==> config.mk <==
export PLATFORM = sky130hd
export DESIGN_NAME = xio_top
export DESIGN_NICKNAME = d
export VERILOG_FILES = /design/src/rtl/xio_pkg.sv /design/src/rtl/xio_top.sv
export SDC_FILE = /design/constraint.sdc
export NUM_CORES = 1
export LEC_CHECK = 0
export BUFFER_PORTS_ARGS = -buffer_cell sky130_fd_sc_hd__buf_2
export CORE_ASPECT_RATIO = 1.4
export CORE_MARGIN = 3
export CORE_UTILIZATION = 40
export DETAILED_ROUTE_END_ITERATION = 8
export PLACE_DENSITY = 0.58
export REMOVE_ABC_BUFFERS = 1
export SLEW_MARGIN = 15
export SYNTH_ARGS = -nofsm -noshare
export SYNTH_HDL_FRONTEND = slang
export SYNTH_SLANG_ARGS = --single-unit
==> constraint.sdc <==
create_clock -name pclk -period 9.3 [get_ports pclk]
set_input_delay 0.93 -clock pclk [delete_from_list [all_inputs] [get_ports pclk]]
set_output_delay 0.93 -clock pclk [all_outputs]
set_load 0.01 [all_outputs]
==> src/rtl/xio_pkg.sv <==
//==================================================================
// register map, field layout and conversion constants
package xio_pkg;

   localparam int unsigned XIO_ADDR_W      = 20;
   localparam int unsigned XIO_DATA_W      = 32;
   localparam int unsigned XIO_LINES       = 24;
   localparam int unsigned XIO_GROUPS      = 3;
   localparam int unsigned XIO_LEVELS      = 4;
   localparam int unsigned XIO_CODE_W      = 12;

   // register indices; byte address is four times the index
   localparam logic [17:0] XIO_IDX_DIR     = 18'h0B7FC;
   localparam logic [17:0] XIO_IDX_DATA    = 18'h0B806;
   localparam logic [17:0] XIO_IDX_LEVEL0  = 18'h0B810;
   localparam logic [17:0] XIO_IDX_LEVEL1  = 18'h0B811;
   localparam logic [17:0] XIO_IDX_LEVEL2  = 18'h0B812;
   localparam logic [17:0] XIO_IDX_LEVEL3  = 18'h0B813;
   localparam logic [17:0] XIO_IDX_UPDATE  = 18'h0B81A;

   // direction codes, one bit per byte group
   localparam logic [2:0]  XIO_LOW_BYTE_AS_OUTPUT    = 3'h1;
   localparam logic [2:0]  XIO_MIDDLE_BYTE_AS_OUTPUT = 3'h2;
   localparam logic [2:0]  XIO_HIGH_BYTE_AS_OUTPUT   = 3'h4;
   localparam logic [2:0]  XIO_ALL_AS_INPUT          = 3'h0;

   // update strobe trigger value
   localparam logic [31:0] XIO_UPDATE_GO   = 32'h0000_0001;

   // level range in millivolts
   localparam logic signed [15:0] XIO_MV_MAX = 16'sh2710;
   localparam logic signed [15:0] XIO_MV_MIN = -16'sh2710;

   // code = (mv + 10000) * 4095 / 20000, as a multiply by 2**-20 scale
   localparam logic [17:0] XIO_CODE_MULT   = 18'h346A8;
   localparam int unsigned XIO_CODE_SHIFT  = 20;

   // reset values
   localparam logic [2:0]  XIO_DIR_RST     = 3'h0;
   localparam logic [23:0] XIO_DATA_RST    = 24'h00_0000;
   localparam logic [15:0] XIO_LEVEL_RST   = 16'h0000;
   localparam logic [11:0] XIO_CODE_RST    = 12'h7FF;

   typedef logic signed [15:0] xio_level_t;

   function automatic logic [11:0] xio_mv_to_code(input logic signed [15:0] mv);
      logic [15:0] off;
      logic [33:0] prod;
      off  = 16'(mv - XIO_MV_MIN);
      prod = 34'(off) * 34'(XIO_CODE_MULT);
      return prod[31:20];
   endfunction : xio_mv_to_code

endpackage : xio_pkg

==> src/rtl/xio_top.sv <==
// Chosen here: register access over APB.
`timescale 1ns/1ns
`default_nettype none

//==================================================================
module xio_top
   import xio_pkg::*;
(
   input  wire logic                    pclk,
   input  wire logic                    presetn,
   input  wire logic                    psel,
   input  wire logic                    penable,
   input  wire logic                    pwrite,
   input  wire logic [XIO_ADDR_W-1:0]   paddr,
   input  wire logic [XIO_DATA_W-1:0]   pwdata,
   output var  logic [XIO_DATA_W-1:0]   prdata,
   output var  logic                    pready,
   output var  logic                    pslverr,
   input  wire logic [XIO_LINES-1:0]    line_in,
   output var  logic [XIO_LINES-1:0]    line_out,
   output var  logic [XIO_LINES-1:0]    line_oe,
   output var  logic [XIO_CODE_W-1:0]   dac_code_0,
   output var  logic [XIO_CODE_W-1:0]   dac_code_1,
   output var  logic [XIO_CODE_W-1:0]   dac_code_2,
   output var  logic [XIO_CODE_W-1:0]   dac_code_3,
   output var  logic                    dac_load
);

   //==================================================================
   // state
   logic [2:0]                  dir_reg;
   logic [2:0]                  dir_next;
   logic [XIO_LINES-1:0]        out_reg;
   logic [XIO_LINES-1:0]        out_next;
   logic [XIO_LINES-1:0]        oe_reg;
   logic [XIO_LINES-1:0]        oe_next;
   xio_level_t                  level_reg [XIO_LEVELS];
   xio_level_t                  level_next [XIO_LEVELS];
   logic [XIO_CODE_W-1:0]       code_reg [XIO_LEVELS];
   logic [XIO_CODE_W-1:0]       code_next [XIO_LEVELS];
   logic                        load_reg;
   logic                        load_next;
   logic [XIO_DATA_W-1:0]       rdata_reg;
   logic [XIO_DATA_W-1:0]       rdata_next;
   logic                        ready_reg;
   logic                        ready_next;
   logic                        err_reg;
   logic                        err_next;

   //==================================================================
   // bus decode
   logic                        setup_cyc;
   logic                        wr_acc;
   logic [17:0]                 idx;
   logic                        aligned;
   logic                        hit_dir;
   logic                        hit_data;
   logic                        hit_upd;
   logic [3:0]                  hit_lvl;
   logic                        mapped;
   xio_level_t                  wr_level;

   assign setup_cyc = psel & ~penable;
   // writes land only at the access edge the slave acknowledges
   assign wr_acc    = psel & penable & pwrite & ready_reg & ~err_reg;
   assign idx       = paddr[XIO_ADDR_W-1:2];
   assign aligned   = (paddr[1:0] == 2'h0);
   assign hit_dir   = aligned & (idx == XIO_IDX_DIR);
   assign hit_data  = aligned & (idx == XIO_IDX_DATA);
   assign hit_upd   = aligned & (idx == XIO_IDX_UPDATE);
   assign hit_lvl[0] = aligned & (idx == XIO_IDX_LEVEL0);
   assign hit_lvl[1] = aligned & (idx == XIO_IDX_LEVEL1);
   assign hit_lvl[2] = aligned & (idx == XIO_IDX_LEVEL2);
   assign hit_lvl[3] = aligned & (idx == XIO_IDX_LEVEL3);
   assign mapped    = hit_dir | hit_data | hit_upd | (|hit_lvl);

   // out-of-range values saturate so the converter never wraps
   always_comb
   begin
      if ($signed(pwdata) > 32'(XIO_MV_MAX))
         wr_level = XIO_MV_MAX;
      else if ($signed(pwdata) < 32'(XIO_MV_MIN))
         wr_level = XIO_MV_MIN;
      else
         wr_level = pwdata[15:0];
   end

   //==================================================================
   // bus answer: one wait-free access phase, error on unmapped words
   always_comb
   begin
      ready_next = setup_cyc;
      err_next   = setup_cyc & ~mapped;
      rdata_next = rdata_reg;
      if (setup_cyc & ~pwrite)
      begin
         rdata_next = '0;
         if (hit_dir)
            rdata_next = {29'h0000_0000, dir_reg};
         if (hit_data)
            rdata_next = {8'h00, line_in};
         for (int i = 0; i < XIO_LEVELS; i++)
            if (hit_lvl[i])
               rdata_next = {{16{level_reg[i][15]}}, level_reg[i]};
      end
   end

   //==================================================================
   // direction and line data
   always_comb
   begin
      dir_next = dir_reg;
      out_next = out_reg;
      if (wr_acc & hit_dir)
         dir_next = pwdata[2:0];
      // lines only move on a software write, never on any sample clock
      if (wr_acc & hit_data)
         for (int g = 0; g < XIO_GROUPS; g++)
            if (dir_reg[g])
               out_next[g*8 +: 8] = pwdata[g*8 +: 8];
   end

   genvar gb;
   generate
      for (gb = 0; gb < XIO_GROUPS; gb++)
      begin : g_grp
         assign oe_next[gb*8 +: 8] = {8{dir_next[gb]}};
      end
   endgenerate

   //==================================================================
   // analog levels and converter load
   always_comb
   begin
      load_next = 1'b0;
      for (int i = 0; i < XIO_LEVELS; i++)
      begin
         level_next[i] = level_reg[i];
         code_next[i]  = code_reg[i];
         if (wr_acc & hit_lvl[i])
            level_next[i] = wr_level;
      end
      if (wr_acc & hit_upd & (pwdata == XIO_UPDATE_GO))
      begin
         load_next = 1'b1;
         for (int i = 0; i < XIO_LEVELS; i++)
            code_next[i] = xio_mv_to_code(level_reg[i]);
      end
   end

   //==================================================================
   // registers
   always_ff @(posedge pclk or negedge presetn)
   begin
      if (!presetn)
      begin
         dir_reg   <= XIO_DIR_RST;
         out_reg   <= XIO_DATA_RST;
         oe_reg    <= '0;
         load_reg  <= 1'b0;
         rdata_reg <= '0;
         ready_reg <= 1'b0;
         err_reg   <= 1'b0;
         for (int i = 0; i < XIO_LEVELS; i++)
         begin
            level_reg[i] <= XIO_LEVEL_RST;
            code_reg[i]  <= XIO_CODE_RST;
         end
      end
      else
      begin
         dir_reg   <= dir_next;
         out_reg   <= out_next;
         oe_reg    <= oe_next;
         load_reg  <= load_next;
         rdata_reg <= rdata_next;
         ready_reg <= ready_next;
         err_reg   <= err_next;
         for (int i = 0; i < XIO_LEVELS; i++)
         begin
            level_reg[i] <= level_next[i];
            code_reg[i]  <= code_next[i];
         end
      end
   end

   assign prdata     = rdata_reg;
   assign pready     = ready_reg;
   assign pslverr    = err_reg;
   assign line_out   = out_reg;
   assign line_oe    = oe_reg;
   assign dac_code_0 = code_reg[0];
   assign dac_code_1 = code_reg[1];
   assign dac_code_2 = code_reg[2];
   assign dac_code_3 = code_reg[3];
   assign dac_load   = load_reg;

   // saturation must hold for every level, not only the first
   for (gb = 0; gb < XIO_LEVELS; gb++)
   begin : g_lvl_chk

   end
endmodule : xio_top

`default_nettype wire

# Word-level counts from Yosys, hierarchy flattened
# Index checks and enable logic that the tools add are counted.
# W data, S select, Z words.
[classes]
reduce_logical = 5
mul = 4
mux = 10
n_eq_ne = 8
n_bitwise = 29
add_sub_neg = 4
magnitude_cmp = 2
[op_table]
columns = ["operator", "n"]
rows = [
  ["$mux W32", 5],
  ["$eq A18 B16 Y1 const B", 7],
  ["$mul A16 B15 Y29 const B", 4],
  ["$sub A16 B15 Y16 const B", 4],
  ["$eq A32 B1 Y1 const B", 1],
  ["$gt A32 B15 Y1 const B", 1],
  ["$lt A32 B15 Y1 const B", 1],
  ["$mux W16", 2],
  ["$and A1 B1 Y1", 22],
  ["$mux W3", 2],
  ["$reduce_and A2 Y1", 3],
  ["$not A1 Y1", 4],
  ["$reduce_or A4 Y1", 1],
  ["$or A1 B1 Y1", 3],
  ["$logic_not A2 Y1", 1],
  ["$mux W1", 1],
]
[word_totals]
out_inout_bits = 131
ff_bits = 191
inputBits = 81
elab_cells = 79

# Longest topological paths before layout
[depth]
ltp_word = 8
ltp_mapped = 25
ltp_nobuf = 25

# Least setup slack after synthesis
# No wires, ideal clock.
[synth_timing]
path_type = "flip-flop to flip-flop"
from = "reg level_reg[20] (netlist name)"
to = "reg code_reg (netlist bit dac_code_2[11])"
n_path_buf = 0
path_stages_with_launch = 25
required_ps = 9167
arrival_ps = 6376
setup_ps = 133
synth_period_minus_slack_ps = 6509
slack_ps = 2791
cell_sequence = "dfrtp_1 > ha_1 > nand3_1 > nor3b_1 > nand2b_1 > a31oi_1 > xor2_1 > inv_1 > ha_1 > ha_1 > fa_1 > fa_1 > fa_1 > inv_1 > fa_1 > inv_1 > ha_1 > o21a_1 > o211a_1 > a221o_1 > a31o_2 > a221oi_1 > a21o_1 > xnor2_1 > o21ai_0"
[synth_via]
elab_chain_len = 2
[synth_rtl]
columns = ["item", "line_no", "rtl"]
rows = [
  ["start, declared", "xio_top.sv:37", "xio_level_t level_reg [XIO_LEVELS];"],
  ["start signal, assigned by index", "xio_top.sv:181", "level_reg[i] <= level_next[i];"],
  ["$sub A16 B15 Y16", "xio_pkg.sv:49", "off = 16'(mv - XIO_MV_MIN);"],
  ["$mul A16 B15 Y29", "xio_pkg.sv:50", "prod = 34'(off) * 34'(XIO_CODE_MULT);"],
  ["end signal, assigned by index", "xio_top.sv:182", "code_reg[i] <= code_next[i];"],
  ["end, declared", "xio_top.sv:39", "logic [XIO_CODE_W-1:0] code_reg [XIO_LEVELS];"],
]
# No other way between the ends.
# A chain may end at the register's enable or synchronous reset.

# Worst setup path after layout
[layout_timing]
from = "reg level_reg[36] (netlist name)"
to = "reg code_reg (netlist bit dac_code_1[11])"
# Same word-level chain as after synthesis.

==> metrics.txt <==
Starting Density=between 40% and 50%; Rel. slew slack=between 20% and 30%; drt pass-1 iters=5; CTS tree=built; maximum vdd drop=roughly 0.14 mV; routed wire length per instance=approximately 19 microns; clock power share=a little under half; worst hold path class=reg -> reg; Sw Pwr=~0.43 mW; CP top delay family=adder cells; Max Cap Viol=0; Setup Viol. Count Final=0; mapped cell area=roughly 24,000 sq um; vias per cell=a little over 5; cts hold-fix bufs=0; die width=210.9 microns; Worst-Margin Slew=1071 ps; critical path class=reg -> reg; Final Hold Vio Count=0; Mapped Cells=around 2.3k; RSZ-0062 raised after global routing=no; CP Max Fanout=7; Post-synth EDFFs=0; Routed WL=between 60 and 70 mm; GP Congestion=a little over 0.9; number of global-route vias before repair=between 15k and 20k; largest net degree at the start of global routing=100; #FFs+latches synth=between 150 and 200; max reg flops=64; setup TNS=0 ps; Final Cell Area=approximately 26,000 sq um; DP Wirelength=52.74 mm; Overflow after GRT=0; top_reg_cell synth=dfrtp_1; clock latency on the worst-skew pair=490 ps; post-synthesis sequential area ratio=about 18%; layout cells sized above 1=roughly 14%; IO Port Bufs=~210; Setup Skew=about 13 ps; core area=just under 60,000 sq um; die area=about 62,000 sq um; Tcrit/Tclk final=between 80 and 90%; Starting DRT DRC Count=between 600 and 700; max-slew violations=0; I/O pin count=~210; routed via count=16.92k; area grow syn2layout=9.632%; Most common cell on crit path=ha_1; Die Y=292.9 microns; Internal=roughly 1.1 mW; CP endpoint kind=register; antenna violations before repair=1; CTS Sinks=approximately 170; max incr delay on CP=680 ps; DRC violations left=0; placed cells=approximately 3.2k; Routed Antenna Nets=0; Clock Pin Slew Worst Setup and Hold Paths=~80 ps; # H-tree levels=4; Sw Share=between 20% and 30%; Flop pwr share=around 47%; Post-Route Utilization=around 45%; post-cts resize count=0; clock buffer depth=2; outcome=finished clean; postcts setup bufs=0; slowest CP cell=o31ai_1; Total Routing Usage GR=between 20% and 30%; Comb pwr share=between 5 and 6%; Avg Inst Size Synth=roughly 10 sq um; worst path cell trace=ha_1 > nand3_1 > nor3b_1 > nand2b_1 > a31oi_1 > xor2_1 > inv_1 > ha_1 > ha_1 > fa_1 > fa_1 > inv_1 > fa_1 > inv_1 > ha_1 > ha_1 > a21o_1 > a21o_1 > a21oi_1 > o31ai_1 > o31ai_1 > o21ai_0 > a2111oi_0 > nor2_1; CP required=9670 ps; area post-placement=between 20,000 and 30,000 sq um; total power=1.576 mW; root buffer cell=clkbuf_16; number of buffers created by CTS=17; CP bufs+invs=3; Fmax=around 130 MHz; Final #Nets=3,370; Static Leak=between 10 and 15 nW; Async SR Flop Fraction=100.0%; crit path time final=between 7000 and 8000 ps; Ys Warns=0; Placement Rows=104; Final Instance Count excl. Fillers=roughly 3.3k; CP Launch Type=register; Distinct cells, synth=roughly 70; first-pass GRT wire length=approximately 100 mm; Power Dens Cells=61.12 nW/um^2; Arr. time, crit path=7940 ps
-- power groups by stage --
stage	combinational [mW]	sequential [mW]	clock (mW)
detailed placement	0.0901	0.750	0
global placement	0.0888	0.749	0
CTS	0.0903	0.737	0.782
finish	0.0894	0.736	0.750
global route	0.0979	0.737	0.807
floorplan	0.0192	0.753	0
-- cell usage in the layout, fill, tap and decap left out, types with 18 or more instances in the layout --
| cell type | count |
|---|---|
| ha_1 | 504 |
| inv_1 | 410 |
| fa_1 | 266 |
| buf_2 | 210 |
| nand2_1 | 183 |
| o21ai_0 | 150 |
| dfrtp_1 | 123 |
| xnor2_1 | 65 |
| a21oi_1 | 58 |
| nor2_1 | 57 |
| xor2_1 | 54 |
| dfstp_2 | 44 |
| mux2_2 | 41 |
| nand3_1 | 34 |
| a21o_1 | 26 |
| nand4_1 | 23 |
| o21ai_1 | 23 |
| a31oi_1 | 20 |
| nand2b_1 | 18 |
-- layout make-up --
type,instances,area (sq um)
fillers,5630,32000
repair buffers,218,1117
clock inverters,13,155.1
flip-flops and latches,167,4234
multi-input cells,1705,17360
inverters,410,1539
diodes,2,5.005
clock buffers,18,439.2
well taps,742,928.4
-- final timing paths --
| path | from | depth (start not counted) | slack (ps) | end |
|---|---|---|---|---|
| min in group asynchronous | presetn | 1 | 560 | dac_code_2[11] |
| max | level_reg[36] | 24 | 1730 | dac_code_1[11] |
| max reg2reg | level_reg[36] | 24 | 1730 | dac_code_1[11] |
| min | dac_code_1[6] | 2 | 450 | dac_code_1[6] |
| min reg2reg | dac_code_1[6] | 2 | 450 | dac_code_1[6] |
| max in group asynchronous | presetn | 2 | 7290 | level_reg[16] |
-- cell families (layout without fill, tap and decap cells) --
family | after synthesis | count (layout) | synth area share [%]
AOI/OAI and AO/OA | 379 | 379 | 9.924
xor gates and xnor gates | 119 | 119 | 4.433
adders and majority gates | 770 | 770 | 49.47
buffers and inverters | 477 | 659 | 8.163
DFF | 167 | 167 | 18.01
muxes | 44 | 44 | 2.091
other | 0 | 2 | 0
and+or+nand+nor | 393 | 393 | 7.913
-- synth_stat cells, drive strengths merged, types with 7 or more instances --
cell type,n,area [sq um]
a21o,26,195.2
o211ai,9,67.56
nand3,34,170.2
xnor2,65,569.3
nand4,23,143.9
a211oi,7,52.55
a211o,8,70.07
mux2,41,461.7
a22oi,12,90.09
dfstp,44,1156
ha,504,6306
inv,410,1539
nor4,7,43.79
nor2,59,231.5
xor2,54,473.0
nand2b,18,112.6
nor2b,9,56.30
nor3,14,70.07
o21bai,7,52.55
a21oi,58,290.3
clkbuf,28,105.1
buf,39,275.3
o21a,9,67.56
o21ai,173,865.8
nand2,184,698.2
and3,16,100.1
dfrtp,123,3078
a31oi,21,137.6
fa,266,5325
-- tightest hold or removal path: stages, from the launching register on --
cell and delay (ps):
dfstp_2 370, nand2_1 40, nand2_1 40
-- stage by stage --
stage | worst slack, ps | hold slack, ps
2_1_floorplan | 2713 | 459.9
3_3_place_gp | 1977 | 448.9
3_5_place_dp | 1805 | 449.0
4_1_cts | 1762 | 457.9
5_1_grt | 1236 | 472.7
6_report | 1730 | 454.0
-- routing by layer --
layer  vias to the layer above  routed length (microns)  track usage [%]  part of all wire, %
met2                       283                    32700            38.92                   53
met4                         0                     2105            7.486                  3.4
met5                         -                        0                0                    0
li1                       8199                        -                -                    -
met3                        94                     1613            2.732                  2.6
met1                      8343                    25090            24.02                   41
(Power assumes the default switching activity.)
